--- config.mk ---
export PLATFORM = sky130hd
export DESIGN_NAME = tfic_top
export DESIGN_NICKNAME = d
export VERILOG_FILES = /design/src/verilog/tfic_attn_dummy_never.sv /design/src/verilog/tfic_pkg.sv /design/src/verilog/tfic_cfg_if.sv /design/src/verilog/tfic_attn.sv /design/src/verilog/tfic_top.sv
export SDC_FILE = /design/constraint.sdc
export NUM_CORES = 1
export LEC_CHECK = 0
export ABC_AREA = 1
export BUFFER_PORTS_ARGS = -buffer_cell sky130_fd_sc_hd__buf_2
export CORE_UTILIZATION = 63
export CTS_CLUSTER_SIZE = 8
export DETAILED_ROUTE_END_ITERATION = 12
export PLACE_DENSITY = 0.83
export REMOVE_ABC_BUFFERS = 1
export SLEW_MARGIN = 20
export SYNTH_ARGS = -nofsm -noshare
export SYNTH_HDL_FRONTEND = slang
export SYNTH_SLANG_ARGS = --single-unit
--- constraint.sdc ---
create_clock -name clk_i -period 10.5 [get_ports clk_i]
set_clock_uncertainty 0.15 [all_clocks]
set_input_delay 1.05 -clock clk_i [delete_from_list [all_inputs] [get_ports clk_i]]
set_output_delay 1.05 -clock clk_i [all_outputs]
set_load 0.02 [all_outputs]
--- src/verilog/tfic_attn_dummy_never.sv ---
// Holds no logic of its own; the block lives in the other design files.
`timescale 1ns/1ps
`default_nettype none
`default_nettype wire

--- src/verilog/tfic_pkg.sv ---
// Constants shared by the thermal foldback and interrupt pin block.
package tfic_pkg;
    localparam logic [15:0] ADDR_IRQ_CTRL  = 16'h201F;
    localparam logic [15:0] ADDR_WARN1     = 16'h2020;
    localparam logic [15:0] ADDR_WARN2     = 16'h2021;
    localparam logic [15:0] ADDR_SHDN      = 16'h2022;
    localparam logic [15:0] ADDR_HYST      = 16'h2023;
    localparam logic [15:0] ADDR_FB_SET    = 16'h2024;
    localparam logic [15:0] ADDR_FB_EN     = 16'h2027;
    localparam logic [15:0] ADDR_FLAG_CLR2 = 16'h2016;

    localparam int IRQ_EN_BIT   = 0;
    localparam int INTERRUPT_PIN_POLARITY_BIT  = 1;
    localparam int IRQ_MODE_BIT = 2;
    localparam int FB_EN_BIT    = 0;
    localparam int WARN2_CLR_BIT = 7;
    localparam int SLOPE1_LSB   = 0;
    localparam int SLOPE2_LSB   = 2;
    localparam int RLS_LSB      = 4;
    localparam int HOLD_LSB     = 6;

    localparam logic [2:0] RST_IRQ_CTRL = 3'h0;
    localparam logic [6:0] RST_WARN1    = 7'h46;
    localparam logic [6:0] RST_WARN2    = 7'h52;
    localparam logic [6:0] RST_SHDN     = 7'h64;
    localparam logic [1:0] RST_HYST     = 2'h2;
    localparam logic [7:0] RST_FB_SET   = 8'hCA;
    localparam logic       RST_FB_EN    = 1'b1;

    // Highest usable code; larger codes read back unchanged but act as 150 C.
    localparam logic [7:0] TEMP_SAT_CODE = 8'h64;

    localparam int CLK_MHZ = 200;
    localparam int US_CYCLES = CLK_MHZ;
    localparam int ATTN_W = 11;
    localparam int TIME_W = 17;

    // Hold times in ms and release rates in ms per dB.
    localparam int HOLD_MS [4] = '{0, 20, 40, 80};
    localparam int RLS_MS_PER_DB [4] = '{3, 10, 100, 300};
    localparam int HYST_DEGC [4] = '{2, 5, 7, 10};

    // Attenuation counts quarter-dB steps, so one step is a quarter of a dB.
    localparam int STEPS_PER_DB = 4;

    typedef enum logic [1:0] {
        TFIC_IDLE    = 2'b00,
        TFIC_ACTIVE  = 2'b01,
        TFIC_HOLD    = 2'b11,
        TFIC_RELEASE = 2'b10
    } tfic_fb_state_t;
endpackage : tfic_pkg

--- src/verilog/tfic_cfg_if.sv ---
// Foldback threshold and slope settings passed to the attenuation calculator.
`timescale 1ns/1ps
`default_nettype none
interface tfic_cfg_if;
    logic [6:0] warn1;
    logic [6:0] warn2;
    logic [1:0] slope1;
    logic [1:0] slope2;
    modport prov (output warn1, output warn2, output slope1, output slope2);
    modport use_m (input warn1, input warn2, input slope1, input slope2);
endinterface : tfic_cfg_if
`default_nettype wire

--- src/verilog/tfic_attn.sv ---
// Piecewise foldback attenuation target for one temperature code.
`timescale 1ns/1ps
`default_nettype none
module tfic_attn (
    tfic_cfg_if.use_m                           cfg,
    input  wire logic [7:0]                     temp_i,
    output logic [tfic_pkg::ATTN_W-1:0]         target_o
);
    localparam int AW = tfic_pkg::ATTN_W;
    wire logic [7:0] t_sat;
    wire logic [7:0] w1_sat;
    wire logic [7:0] w2_sat;
    wire logic [7:0] w2_eff;
    wire logic [7:0] t_low;
    wire logic [7:0] d1;
    wire logic [7:0] d2;

    // Codes above the saturation point all mean 150 C.
    assign t_sat  = (temp_i > tfic_pkg::TEMP_SAT_CODE) ?
                    tfic_pkg::TEMP_SAT_CODE : temp_i;
    assign w1_sat = ({1'b0, cfg.warn1} > tfic_pkg::TEMP_SAT_CODE) ?
                    tfic_pkg::TEMP_SAT_CODE : {1'b0, cfg.warn1}; // [RULE_04]
    assign w2_sat = ({1'b0, cfg.warn2} > tfic_pkg::TEMP_SAT_CODE) ?
                    tfic_pkg::TEMP_SAT_CODE : {1'b0, cfg.warn2}; // [RULE_05]
    // A second limit below the first leaves no lower span.
    assign w2_eff = (w2_sat < w1_sat) ? w1_sat : w2_sat;
    assign t_low  = (t_sat < w2_eff) ? t_sat : w2_eff;
    assign d1 = (t_low > w1_sat) ? t_low - w1_sat : 8'h00; // [RULE_14]
    assign d2 = (t_sat > w2_eff) ? t_sat - w2_eff : 8'h00;
    // Slope code n gives 2^n quarter-dB per degree.
    assign target_o = (AW'(d1) << cfg.slope1) // [RULE_11]
                    + (AW'(d2) << cfg.slope2); // [RULE_10]
endmodule : tfic_attn
`default_nettype wire

--- src/verilog/tfic_top.sv ---
// Thermal foldback control, threshold registers and interrupt pin driver.
// What this block does
// [RULE_01] Drive-select bit: open-drain or push-pull pin.
// [RULE_02] Pin asserts on any flag, polarity selectable.
// [RULE_03] Enable cleared keeps interrupt pin undriven.
// [RULE_04] First warning limit code, saturating at 150 C.
// [RULE_05] Second warning limit, reset codes 0x52, 0x46.
// [RULE_06] Shutdown limit code, reset 0x64.
// [RULE_07] Hysteresis 2, 5, 7, 10 C, reset code 2.
// [RULE_08] Release waits for cooled hold time.
// [RULE_09] Release rate 3, 10, 100, 300 ms/dB.
// [RULE_10] Slope above second limit selectable, reset 1 dB.
// [RULE_11] Slope between limits selectable, reset 1 dB.
// [RULE_12] Foldback enable bit, set after reset.
// [RULE_13] Clear bit zeroes second-warning state and flag.
// [RULE_14] Attenuation zero below first limit, piecewise slopes.
`timescale 1ns/1ps
`default_nettype none
module tfic_top #(
    parameter int US_CYCLES = tfic_pkg::US_CYCLES,
    parameter int N_FLAGS   = 8
) (
    input  wire logic                       clk_i,
    input  wire logic                       rst_n_i,
    input  wire logic [15:0]                reg_addr_i,
    input  wire logic [7:0]                 reg_wdata_i,
    input  wire logic                       reg_wr_i,
    input  wire logic                       reg_rd_i,
    output logic [7:0]                      reg_rdata_o,
    input  wire logic [6:0]                 temp_code_i,
    input  wire logic [N_FLAGS-1:0]         ext_flags_i,
    output logic [tfic_pkg::ATTN_W-1:0]     attn_o,
    output logic                            shutdown_o,
    output logic                            warn2_begin_state_o,
    output logic                            warn2_begin_flag_o,
    output logic                            irq_o,
    output logic                            irq_oe_o
);
    localparam int AW = tfic_pkg::ATTN_W;
    localparam int TW = tfic_pkg::TIME_W;

    if (US_CYCLES < 1 || US_CYCLES > 65535 || N_FLAGS < 1) begin : g_bad_param
        $error("tfic_top: unsupported parameter values");
    end

    logic [2:0] irq_ctrl;
    logic [6:0] warn1;
    logic [6:0] warn2;
    logic [6:0] shdn;
    logic [1:0] hyst;
    logic [7:0] fb_set;
    logic       fb_en;
    logic       warn2_active;
    tfic_pkg::tfic_fb_state_t state;
    tfic_pkg::tfic_fb_state_t next_state;
    logic [AW-1:0] next_attn;
    logic [TW-1:0] tm_cnt;
    logic [TW-1:0] next_tm_cnt;
    logic [15:0]   us_cnt;

    // Register decode.
    wire logic wr_irq   = reg_wr_i && reg_addr_i == tfic_pkg::ADDR_IRQ_CTRL;
    wire logic wr_warn1 = reg_wr_i && reg_addr_i == tfic_pkg::ADDR_WARN1;
    wire logic wr_warn2 = reg_wr_i && reg_addr_i == tfic_pkg::ADDR_WARN2;
    wire logic wr_shdn  = reg_wr_i && reg_addr_i == tfic_pkg::ADDR_SHDN;
    wire logic wr_hyst  = reg_wr_i && reg_addr_i == tfic_pkg::ADDR_HYST;
    wire logic wr_fbset = reg_wr_i && reg_addr_i == tfic_pkg::ADDR_FB_SET;
    wire logic wr_fben  = reg_wr_i && reg_addr_i == tfic_pkg::ADDR_FB_EN;
    wire logic wr_clr2  = reg_wr_i && reg_addr_i == tfic_pkg::ADDR_FLAG_CLR2;
    wire logic warn2_clr = wr_clr2 &&
                           reg_wdata_i[tfic_pkg::WARN2_CLR_BIT]; // [RULE_13]

    logic [7:0] rd_mux;
    always_comb begin
        case (reg_addr_i)
            tfic_pkg::ADDR_IRQ_CTRL: rd_mux = {5'h00, irq_ctrl};
            tfic_pkg::ADDR_WARN1:    rd_mux = {1'b0, warn1};
            tfic_pkg::ADDR_WARN2:    rd_mux = {1'b0, warn2};
            tfic_pkg::ADDR_SHDN:     rd_mux = {1'b0, shdn};
            tfic_pkg::ADDR_HYST:     rd_mux = {6'h00, hyst};
            tfic_pkg::ADDR_FB_SET:   rd_mux = fb_set;
            tfic_pkg::ADDR_FB_EN:    rd_mux = {7'h00, fb_en};
            default:                 rd_mux = 8'h00;
        endcase
    end

    always_ff @(posedge clk_i) begin
        if (!rst_n_i) begin
            irq_ctrl <= tfic_pkg::RST_IRQ_CTRL;
            warn1    <= tfic_pkg::RST_WARN1; // [RULE_05]
            warn2    <= tfic_pkg::RST_WARN2; // [RULE_05]
            shdn     <= tfic_pkg::RST_SHDN; // [RULE_06]
            hyst     <= tfic_pkg::RST_HYST; // [RULE_07]
            fb_set   <= tfic_pkg::RST_FB_SET; // [RULE_10]
            fb_en    <= tfic_pkg::RST_FB_EN; // [RULE_12]
            reg_rdata_o <= 8'h00;
        end else begin
            if (wr_irq)   irq_ctrl <= reg_wdata_i[2:0];
            if (wr_warn1) warn1 <= reg_wdata_i[6:0]; // [RULE_04]
            if (wr_warn2) warn2 <= reg_wdata_i[6:0];
            if (wr_shdn)  shdn <= reg_wdata_i[6:0];
            if (wr_hyst)  hyst <= reg_wdata_i[1:0];
            if (wr_fbset) fb_set <= reg_wdata_i;
            if (wr_fben)  fb_en <= reg_wdata_i[tfic_pkg::FB_EN_BIT];
            if (reg_rd_i) reg_rdata_o <= rd_mux;
        end
    end

    // Threshold comparisons with hysteresis.
    wire logic [1:0] hold_sel = fb_set[tfic_pkg::HOLD_LSB +: 2];
    wire logic [1:0] rls_sel  = fb_set[tfic_pkg::RLS_LSB +: 2];
    wire logic [7:0] hyst_deg = 8'(tfic_pkg::HYST_DEGC[hyst]); // [RULE_07]
    wire logic [7:0] temp8    = {1'b0, temp_code_i};
    wire logic [7:0] temp_hot = temp8 + hyst_deg;
    wire logic [7:0] shdn_sat = ({1'b0, shdn} > tfic_pkg::TEMP_SAT_CODE) ?
                                tfic_pkg::TEMP_SAT_CODE : {1'b0, shdn};
    wire logic [7:0] w2_sat   = ({1'b0, warn2} > tfic_pkg::TEMP_SAT_CODE) ?
                                tfic_pkg::TEMP_SAT_CODE : {1'b0, warn2};
    wire logic shdn_set = temp8 >= shdn_sat; // [RULE_06]
    wire logic shdn_rel = temp_hot < shdn_sat; // [RULE_07]
    wire logic warn2_set = temp8 >= w2_sat;
    wire logic warn2_rel = temp_hot < w2_sat; // [RULE_07]
    wire logic warn2_rise = warn2_set && !warn2_active;

    tfic_cfg_if cfg_bus ();
    assign cfg_bus.warn1  = warn1;
    assign cfg_bus.warn2  = warn2;
    assign cfg_bus.slope1 = fb_set[tfic_pkg::SLOPE1_LSB +: 2];
    assign cfg_bus.slope2 = fb_set[tfic_pkg::SLOPE2_LSB +: 2];

    wire logic [AW-1:0] target;
    wire logic [AW-1:0] target_cool;
    tfic_attn u_attn_now (
        .cfg      (cfg_bus.use_m),
        .temp_i   (temp8),
        .target_o (target)
    );
    // Target as if the die were hysteresis degrees hotter: when even this
    // lies below the applied attenuation, the die has cooled enough.
    tfic_attn u_attn_cool (
        .cfg      (cfg_bus.use_m),
        .temp_i   (temp_hot),
        .target_o (target_cool)
    );

    // Microsecond tick for hold and release timing.
    wire logic us_tick = us_cnt == 16'(US_CYCLES - 1);
    always_ff @(posedge clk_i) begin
        if (!rst_n_i) begin
            us_cnt <= 16'h0000;
        end else begin
            us_cnt <= us_tick ? 16'h0000 : us_cnt + 16'h0001;
        end
    end

    wire logic [TW-1:0] hold_us = TW'(tfic_pkg::HOLD_MS[hold_sel] * 1000);
    wire logic [TW-1:0] step_us = TW'(tfic_pkg::RLS_MS_PER_DB[rls_sel] * 1000
                                      / tfic_pkg::STEPS_PER_DB);
    wire logic heat  = target > attn_o;
    wire logic cool  = target_cool < attn_o;
    wire logic [TW-1:0] tm_inc = us_tick ? tm_cnt + TW'(1) : tm_cnt;

    always_comb begin
        next_state  = state;
        next_attn   = attn_o;
        next_tm_cnt = tm_inc;
        case (state)
            tfic_pkg::TFIC_IDLE: begin
                next_attn = '0; // [RULE_14]
                next_tm_cnt = '0;
                if (target != '0) begin
                    next_state = tfic_pkg::TFIC_ACTIVE;
                    next_attn  = target;
                end
            end
            tfic_pkg::TFIC_ACTIVE: begin
                next_tm_cnt = '0;
                if (heat) begin
                    next_attn = target;
                end else if (cool) begin
                    next_state = tfic_pkg::TFIC_HOLD;
                end
            end
            tfic_pkg::TFIC_HOLD: begin
                if (heat || !cool) begin
                    next_state  = tfic_pkg::TFIC_ACTIVE;
                    next_attn   = heat ? target : attn_o;
                    next_tm_cnt = '0;
                end else if (tm_cnt >= hold_us) begin // [RULE_08]
                    next_state  = tfic_pkg::TFIC_RELEASE;
                    next_tm_cnt = '0;
                end
            end
            tfic_pkg::TFIC_RELEASE: begin
                if (heat || !cool) begin
                    next_state  = tfic_pkg::TFIC_ACTIVE;
                    next_attn   = heat ? target : attn_o;
                    next_tm_cnt = '0;
                end else if (attn_o == '0) begin
                    next_state = tfic_pkg::TFIC_IDLE;
                end else if (tm_inc >= step_us) begin // [RULE_09]
                    next_attn   = attn_o - AW'(1);
                    next_tm_cnt = '0;
                end
            end
            default: begin
                next_state = tfic_pkg::TFIC_IDLE;
                next_attn  = '0;
                next_tm_cnt = '0;
            end
        endcase
        if (!fb_en) begin // [RULE_12]
            next_state  = tfic_pkg::TFIC_IDLE;
            next_attn   = '0;
            next_tm_cnt = '0;
        end
    end

    // Second-warning begin event: a new set wins over a clear.
    wire logic next_w2_state = warn2_rise ||
                               (warn2_begin_state_o && !warn2_clr); // [RULE_13]
    wire logic next_w2_flag  = warn2_rise ||
                               (warn2_begin_flag_o && !warn2_clr); // [RULE_13]
    wire logic any_flag = warn2_begin_flag_o || (|ext_flags_i); // [RULE_02]
    wire logic pin_lvl  = irq_ctrl[tfic_pkg::INTERRUPT_PIN_POLARITY_BIT] ? any_flag
                                                          : !any_flag;
    wire logic next_oe  = irq_ctrl[tfic_pkg::IRQ_EN_BIT] && // [RULE_03]
                          (irq_ctrl[tfic_pkg::IRQ_MODE_BIT] || !pin_lvl); // [RULE_01]

    always_ff @(posedge clk_i) begin
        if (!rst_n_i) begin
            state  <= tfic_pkg::TFIC_IDLE;
            attn_o <= '0;
            tm_cnt <= '0;
            shutdown_o   <= 1'b0;
            warn2_active <= 1'b0;
            warn2_begin_state_o <= 1'b0;
            warn2_begin_flag_o  <= 1'b0;
            irq_o    <= 1'b0;
            irq_oe_o <= 1'b0;
        end else begin
            state  <= next_state;
            attn_o <= next_attn;
            tm_cnt <= next_tm_cnt;
            if (shdn_set) shutdown_o <= 1'b1;
            else if (shdn_rel) shutdown_o <= 1'b0;
            if (warn2_set) warn2_active <= 1'b1;
            else if (warn2_rel) warn2_active <= 1'b0;
            warn2_begin_state_o <= next_w2_state;
            warn2_begin_flag_o  <= next_w2_flag;
            irq_o    <= pin_lvl; // [RULE_02]
            irq_oe_o <= next_oe;
        end
    end
endmodule : tfic_top
`default_nettype wire

==> flow_summary.ini, run 1 <==
[status]
status = completed

[worst_setup_path]
worst_path_most_repeated_cell = nand2_1
critical_path.max_stage_delay_ps = 410
cpLargestDelayFamily = simple AND/OR/NAND/NOR gates
critPathRequiredTime_ps = 10630
arrival_ps = 9800
crit_slowest_cell = fa_1
r2r_slack_ps = 820
critPathKind = flip-flop to flip-flop
path_buf_inv = 12
cp_max_fo = 10
critPathLaunchType = flip-flop
end_kind = flip-flop

[global_route]
gr-total-overflow = 0
busiest_layer = met2
grt_start_max_net_pins = 30
grt_pass1_vias = 10288
met2_usage_pct = 54.01
antenna_found_initial = 0
grt_pass1_wl_um = 46930
use_met1_pct = 40.75
track_usage_pct = 31.78
use_met3_pct = 3.866

[detailed_routing]
wl_per_cell_um = 14.44
postRouteWirelength_um = 28840
drc = 0
first_pass_iters = 7
drt_iter0_markers = 874
vias_per_cell = 5.698
vias = 11385
ant_nets = 0

[clock_tree]
cts_tree = done
htree_levels = 3
cts_buffers = 9
clkSinkCount = 95
clkTransAtPathRegs_ps = 70
ctsLongestPathBuffers = 2
clock-root-buffer = clkbuf_16
clock_latency_ps = 350

[yosys]
ys_top_cells_by_area = ha_1 19%, dfxtp_1 17%, nand2_1 14%
synth_cell_types = 58
avgSynthCellArea_um2 = 6.468
yosys.area.top_type_share_pct = 18.79
ys_warn_count = 0
syn_area_um2 = 11120
yosys_register_bits = 95
synth.most_common_cell = nand2_1
async_reset_ff_share_pct = 0
synth_edf_count = 0
synth_largest_area_cell = ha_1
syn-instance-count = 1719
synth-seq-area-share_pct = 17.11
synth_commonest_cells = 405 x nand2_1, 249 x inv_1, 167 x ha_1, 158 x nor2_1, 105 x o21ai_0
ys.flop_type = dfxtp_1

[sta]
fmax_mhz = 103.3
max_slew_margin_pct = 32.40
fin_tns_setup_ps = 0
hold_violations = 0
max_slew.worst_pin.slew_ps = 1013
setup_viol_count_final = 0
finalMaxSlewViolations = 0
post-route-min-period_ps = 9676
finalCritPeriodShare_pct = 92.15
hold_slack_ps = 301.3

[placed_design]
dp_cells = 1978
gp_congestion = 0.9452
dp_hpwl_um = 22920
portBuffers = 66

[floorplan]
die_y_um = 134.8
io_pins = 67
die-area_um2 = 18180
rows = 48
start_util_pct = 64.50
core_um2 = 17240
die_x_um = 134.8

[final_layout]
drive_gt1_share_pct = 8.517
nets = 1987
fillCellCount = 1524
fin_cells = 1998
areaGrowthSynthToFinish_pct = 8.092
antennaDiodeCount = 0

[power_and_ir_drop]
powerDensity_nw_per_um2 = 124.7
leakagePower_nw = 6.185
ir_worst_vdd_v = 0.0001183

[hold_path]
hp-class = flip-flop to flip-flop

[flow_run]
cap_violations = 0
report_power, final:
group          switching [mW]  total, mW  internal [mW]
clock network           0.146      0.356          0.210
registers              0.0244      0.403          0.378
logic                   0.476      0.741          0.265
area by class of cell:
| class | count | area (µm²) | area share (%) |
|---|---|---|---|
| Clock buffer | 9 | 225.2 | 1.874 |
| Clock inverter | 6 | 91.34 | 0.7600 |
| Inverter | 258 | 974.7 | 8.110 |
| Multi-Input combinational cell | 1329 | 8113 | 67.51 |
| Sequential cell | 95 | 1902 | 15.83 |
| Tap cell | 225 | 281.5 | 2.343 |
| Timing Repair Buffer | 76 | 430.4 | 3.581 |
cell families after synthesis:
family / share of synthesized area, %
xor+xnor: 4.243
fa+ha+maj: 20.23
simple gates: 31.47
flops: 17.11
compound gates: 16.44
mux: 0.2701
buf+inv: 10.24
per-layer routing:
| metal | vias up | share of wire [%] |
|---|---|---|
| met5 | - | 0 |
| met4 | 0 | 3.1 |
| met3 | 79 | 6.2 |
| met2 | 398 | 46 |
| met1 | 5116 | 44 |
| li1 | 5792 | - |
repair_timing:
item | in CTS | in global routing
hold buffers | 0 | 0
resized for setup | 0 | 13
endpoints found under the setup margin | 0 | 30
buffers inserted | 0 | 5
worst register-to-register path, delay by kind of cell (launching register included):
family | cells | cell delay, ps
flip-flops | 1 | 360
AO/OA/AOI/OAI | 13 | 2090
XOR/XNOR | 1 | 190
adder cells (fa/ha/maj) | 9 | 2440
buffers and inverters | 12 | 1140
AND/OR/NAND/NOR | 35 | 3260
final timing paths:
check	from	to	cells after the start
hold / removal	us_cnt[0]$_SDFF_PP0_	us_cnt[0]$_SDFF_PP0_	1
hold reg to reg	us_cnt[0]$_SDFF_PP0_	us_cnt[0]$_SDFF_PP0_	1
setup reg to reg	hyst[1]$_SDFFE_PN1P_	tm_cnt[11]$_SDFF_PN0_	70
setup / recovery	hyst[1]$_SDFFE_PN1P_	tm_cnt[11]$_SDFF_PN0_	70
per-stage QoR:
| stage | worst slack, ps | area, µm² | power (mW) | utilization, % |
|---|---|---|---|---|
| 2_1_floorplan | 1219 | 10950 | 0.9634 | - |
| 3_3_place_gp | 578.8 | 11600 | 1.103 | 67.30 |
| 3_5_place_dp | 284.1 | 11600 | 1.125 | 67.30 |
| 4_1_cts | 601.4 | 11920 | 1.480 | 69.13 |
| 5_1_grt | -158.6 | 12020 | 1.621 | 69.72 |
| 6_report | 823.9 | 12020 | 1.499 | 69.72 |
cells in the final DEF (no fill, tap or decap), types with 4 or more instances in the layout:
cell type  count
nand2_2        7
nor3b_1        6
o211ai_1      29
xnor2_1       11
nor2_4        11
or2_2          8
nor2_2         5
a31oi_1        9
a21o_1         7
o21ai_1        8
buf_2         66
fa_1           8
nand2_1      404
nand3_1       87
buf_4          8
a211oi_1      18
inv_1        249
nand4_1       29
o22ai_1        9
clkbuf_16      9
o21ai_0      105
nand2_4        5
a21oi_1      102
xor2_1        40
o21bai_1       4
ha_1         167
inv_2          5
nor2_1       155
nor3_1        36
nor4_1         9
o21a_1         8
dfxtp_1       95
state kept, by name, summed over array words and instances, names as in the netlist:
| signal | flops |
|---|---|
| state | 2 |
| hyst | 2 |
| fb_en | 1 |
| cfg_bus.warn1 | 7 |
| fb_set | 8 |
| cfg_bus.warn2 | 7 |
| reg_rdata_o | 8 |
| shdn | 7 |
| us_cnt | 16 |
| irq_ctrl | 3 |
| warn2_begin_flag_o | 1 |
| tm_cnt | 17 |
| irq_o | 1 |
| warn2_begin_state_o | 1 |
| irq_oe_o | 1 |
| warn2_active | 1 |
| attn_o | 11 |
| shutdown_o | 1 |
No activity file was read; power rests on OpenSTA's default activity.
==> inputs of run 2 (changes only) <==
--- a/config.mk
+++ b/config.mk
@@ -7,6 +7,7 @@
 export LEC_CHECK = 0
 export ABC_AREA = 1
 export BUFFER_PORTS_ARGS = -buffer_cell sky130_fd_sc_hd__buf_2
+export CORE_ASPECT_RATIO = 1.4
 export CORE_UTILIZATION = 63
 export CTS_CLUSTER_SIZE = 8
 export DETAILED_ROUTE_END_ITERATION = 12
==> run 2 against run 1 <==
  * First-iteration DRC count is 10% lower
  * Sequential cell count stayed put
  * Sequential share of layout area hardly changed
  * Wire length is 1.2% higher
  * Design area is 0.12% lower
  * Cell count is 0.70% higher
  * Sequential power hardly changed
  * Power is 1.7% lower
  * Worst hold slack better by 3.0 ps
  * Via count is 0.22% higher
  * Worst setup slack better by 130 ps
  * Global-route usage is 1.1 points higher
==> flow_summary.ini, run 2 (synthesis results as in run 1) <==
[placed_design]
portBuffers = 66
dp_hpwl_um = 23940
dp_cells = 1988
dpl_cell_area_um2 = 11610
pre_cts_slack_ps = 257.3
gp_congestion = 0.9653

[detailed_routing]
drc = 0
vias_per_cell = 5.671
vias = 11410
wl_per_cell_um = 14.51
drt_iter0_markers = 787
postRouteWirelength_um = 29200
first_pass_iters = 5
ant_nets = 0

[final_layout]
biggestRegsByFlops = tm_cnt: 17 flops, us_cnt: 16 flops, attn_o: 11 flops
final_cell_mix = 403 x nand2_1, 249 x inv_1, 167 x ha_1
layout_commonest_cell = nand2_1
areaGrowthSynthToFinish_pct = 7.957
antennaDiodeCount = 0
drive_gt1_share_pct = 8.615
fin_cells = 2012
largest_reg_flops = 17
final_area_um2 = 12000
nets = 1989
regMostFlops = tm_cnt

[floorplan]
die_y_um = 159.2
core_um2 = 17330
rows = 57
start_util_pct = 64.15
die_x_um = 114.3
io_pins = 67
die-area_um2 = 18190

[clock_tree]
cts_buffers = 9
ctsLongestPathBuffers = 2
clock-root-buffer = clkbuf_16
clock_latency_ps = 360
cts_tree = done
htree_levels = 3
clkTransAtPathRegs_ps = 70
clkSinkCount = 95

[status]
status = completed

[power_and_ir_drop]
seqPwrFrac_pct = 27.2
combinationalPowerShare_pct = 50.2
leakagePower_nw = 6.172
p_int_mw = 0.8178
power.share.switching_pct = 44.50
powerDensity_nw_per_um2 = 122.8
ir_worst_vdd_v = 0.0001289
switchingPower_mw = 0.6558
clkPwrFrac_pct = 22.6

[worst_setup_path]
critPathLaunchType = flip-flop
cp_max_fo = 10
worst_path_most_repeated_cell = nand2_1
critPathKind = flip-flop to flip-flop
reg2reg_depth = 71
crit_slowest_cell = fa_1
critical_path.max_stage_delay_ps = 410
arrival_ps = 9700
critPathRequiredTime_ps = 10660
end_kind = flip-flop

[flow_run]
cap_violations = 0

[sta]
fin_tns_setup_ps = 0
hold_slack_ps = 304.3
max_slew_margin_pct = 32.82
finalMaxSlewViolations = 0
finalCritPeriodShare_pct = 90.90
rsz0062_at_grt = false
setup_viol_count_final = 0
setup_slack_ps = 955.1
hold_violations = 0
post-route-min-period_ps = 9545
fmax_mhz = 104.8
max_slew.worst_pin.slew_ps = 1007

[global_route]
grt_start_max_net_pins = 30
track_usage_pct = 32.93
grt_pass1_wl_um = 48910
antenna_found_initial = 0
gr-total-overflow = 0
grt_pass1_vias = 10726

[hold_path]
hp-class = flip-flop to flip-flop
holdPathStages = 1
[run 2: cell count changes in the layout (fill, tap and decap cells not counted), moves of 2 or more]
cell / before / now
bufinv_16: 2 / 0
clkinv_4: 0 / 2
buf_4: 8 / 12
buf_12: 2 / 0
[run 2: layout make-up]
| type | count | area (µm²) |
|---|---|---|
| clock inverter | 6 | 62.56 |
| tap | 236 | 295.3 |
| inverter | 258 | 974.7 |
| sequential | 95 | 1902 |
| fill | 1583 | 5328 |
| clock buffer | 10 | 239.0 |
| timing repair buffer | 78 | 420.4 |
| multi-input combinational | 1329 | 8109 |
[run 2: path summary, 6_finish.rpt]
kind              slack (ps)                 start                    end
hold reg to reg          300  us_cnt[0]$_SDFF_PP0_   us_cnt[0]$_SDFF_PP0_
setup / recovery         960  hyst[1]$_SDFFE_PN1P_  tm_cnt[16]$_SDFF_PN0_
setup reg to reg         960  hyst[1]$_SDFFE_PN1P_  tm_cnt[16]$_SDFF_PN0_
hold / removal           300  us_cnt[0]$_SDFF_PP0_   us_cnt[0]$_SDFF_PP0_
[run 2: critical path: cells and delay by family, from the launching register on]
kind,cells,cell delay [ps]
AO/OA/AOI/OAI,13,1890
XOR/XNOR,2,360
adder cells (fa/ha/maj),9,2540
buffers and inverters,11,960
flip-flops,1,380
AND/OR/NAND/NOR,36,3180
[run 2: timing repair]
action,CTS,global route
hold buffers,0,0
gates resized for setup,0,9
buffers inserted,0,8
setup endpoints to repair,0,30
[run 2: power groups by stage]
stage	logic, mW	clock network, mW	registers [mW]
final	0.739	0.333	0.401
after global routing	0.835	0.350	0.403
after CTS	0.723	0.337	0.401
after detailed placement	0.717	0	0.410
after global placement	0.699	0	0.409
after floorplan	0.544	0	0.419
[run 2: metal layers]
layer	up-vias	wire [µm]	GRT usage (%)
li1	5809	-	-
met1	5128	11710	37.54
met2	383	14800	60.14
met3	90	1392	3.274
met4	0	1296	16.17
met5	-	0	0
[run 2: per-stage QoR]
stage	utilization, %	power (mW)
6_report	69.26	1.474
5_1_grt	69.26	1.589
4_1_cts	68.71	1.461
3_5_place_dp	66.97	1.127
3_3_place_gp	66.97	1.108
2_1_floorplan	-	0.9634
==> inputs of run 3 (changes only) <==
--- a/config.mk
+++ b/config.mk
@@ -11,6 +11,7 @@
 export CORE_UTILIZATION = 63
 export CTS_CLUSTER_SIZE = 8
 export DETAILED_ROUTE_END_ITERATION = 12
+export GPL_TIMING_DRIVEN = 0
 export PLACE_DENSITY = 0.83
 export REMOVE_ABC_BUFFERS = 1
 export SLEW_MARGIN = 20
==> run 3 against run 2 <==
  * Design area is 0.41% higher
  * Global-route usage fell by 1.1 points
  * Fmax fell by 1.8%
  * Core utilization grew 0.28 points
  * Non-clock buffer count is 2 lower
  * Wire length fell by 3.7%
==> flow_summary.ini, run 3 (synthesis results as in run 1) <==
[final_layout]
fillCellCount = 1579
regMostFlops = tm_cnt
layout_commonest_cell = nand2_1
areaGrowthSynthToFinish_pct = 8.396
fin_cells = 2012
biggestRegsByFlops = tm_cnt: 17 flops, us_cnt: 16 flops, attn_o: 11 flops
antennaDiodeCount = 0
largest_reg_flops = 17
drive_gt1_share_pct = 8.896
nets = 1989
final_core_util_pct = 69.54
multi_input_area_um2 = 8144
final_cell_mix = 403 x nand2_1, 249 x inv_1, 167 x ha_1
ff_latch_area_um2 = 1903

[worst_setup_path]
critPathLaunchType = primary input
worst_path_most_repeated_cell = nand2_1
end_kind = flip-flop
path_buf_inv = 10
critical_path.max_stage_delay_ps = 410
critPathKind = primary input to flip-flop
cpLargestDelayFamily = simple AND/OR/NAND/NOR gates
critPathRequiredTime_ps = 10650
crit_slowest_cell = fa_1
arrival_ps = 9870
cp_max_fo = 10

[detailed_routing]
vias = 11223
first_pass_iters = 5
postRouteWirelength_um = 28110
drc = 0
wl_per_cell_um = 13.97
drt_iter0_markers = 804
ant_nets = 0
vias_per_cell = 5.578

[clock_tree]
ctsLongestPathBuffers = 2
clkTransAtPathRegs_ps = 80
cts_buffers = 9
clkSinkCount = 95
clock_latency_ps = 360
cts_hold_buf = 0
cts_tree = done
clock-root-buffer = clkbuf_16
htree_levels = 3

[sta]
post-route-min-period_ps = 9724
max_slew.worst_pin.slew_ps = 1069
finalMaxSlewViolations = 0
max_slew_margin_pct = 28.15
hold_slack_ps = 301.3
fmax_mhz = 102.8
hold_violations = 0
setup_viol_count_final = 0
rsz0062_at_grt = false
finalCritPeriodShare_pct = 92.61

[floorplan]
io_pins = 67
rows = 57
core_um2 = 17330
die_x_um = 114.3
die_y_um = 159.2
start_util_pct = 64.15
die-area_um2 = 18190

[global_route]
grt_start_max_net_pins = 30
track_usage_pct = 31.86
antenna_found_initial = 0
grt_pass1_wl_um = 47580
gr-total-overflow = 0
grt_pass1_vias = 10570

[power_and_ir_drop]
combinationalPowerShare_pct = 49.8
leakagePower_nw = 6.172
clkPwrFrac_pct = 23.1
power_mw = 1.481
power.share.switching_pct = 44.84
ir_worst_vdd_v = 0.0001459
switchingPower_mw = 0.6638
powerDensity_nw_per_um2 = 122.9
seqPwrFrac_pct = 27.1
p_int_mw = 0.8167

[hold_path]
hp-class = flip-flop to flip-flop

[placed_design]
portBuffers = 66
dp_hpwl_um = 22890
dp_cells = 1984
gp_congestion = 0.9640

[flow_run]
cap_violations = 0

[status]
status = completed
## run 3: cell count changes in the layout (fill, tap and decap cells not counted), moves of 2 or more
cell / before / now
nor3_1: 36 / 34
inv_6: 2 / 0
buf_4: 12 / 9
nor3_2: 3 / 5
## run 3: through the flow
stage | setup TNS, ps | worst slack (ps) | area, µm²
2_1_floorplan | 0 | 1219 | 10950
3_3_place_gp | 0 | 0.4645 | 11580
3_5_place_dp | -2396 | -193.5 | 11580
4_1_cts | 0 | 131.9 | 11890
5_1_grt | 0 | 0.6430 | 12050
6_report | 0 | 776.5 | 12050
## run 3: cell type report
cell class,count,area share (%)
Multi-Input combinational cell,1330,67.58
Sequential cell,95,15.79
Inverter,258,8.088
Timing Repair Buffer,76,3.468
Tap cell,236,2.450
Clock buffer,9,1.869
Clock inverter,7,0.7164
Timing Repair inverter,1,0.04153
## run 3: per-layer routing
layer	share of wire, %	track usage, %
met1	41	36.47
met2	50	58.24
met3	4.4	3.426
met4	4.7	14.76
met5	0	0
## run 3: power by group through the flow
stage / Clock (mW) / Sequential, mW / Combinational, mW
2_1_floorplan: 0 / 0.419 / 0.544
3_3_place_gp: 0 / 0.408 / 0.690
3_5_place_dp: 0 / 0.409 / 0.709
4_1_cts: 0.346 / 0.400 / 0.716
5_1_grt: 0.358 / 0.404 / 0.840
6_report: 0.341 / 0.401 / 0.738
## run 3: path summary, 6_finish.rpt
check / from / slack [ps] / to / cells after the start
hold / removal: us_cnt[0]$_SDFF_PP0_ / 300 / us_cnt[0]$_SDFF_PP0_ / 1
hold reg to reg: us_cnt[0]$_SDFF_PP0_ / 300 / us_cnt[0]$_SDFF_PP0_ / 1
setup reg to reg: hyst[1]$_SDFFE_PN1P_ / 820 / tm_cnt[5]$_SDFF_PN0_ / 71
setup / recovery: temp_code_i[0] / 780 / tm_cnt[5]$_SDFF_PN0_ / 69
## run 3: repair_timing
action	CTS	global route
resized for setup	0	15
hold endpoints to repair	0	0
endpoints found under the setup margin	0	30
setup buffers	0	10
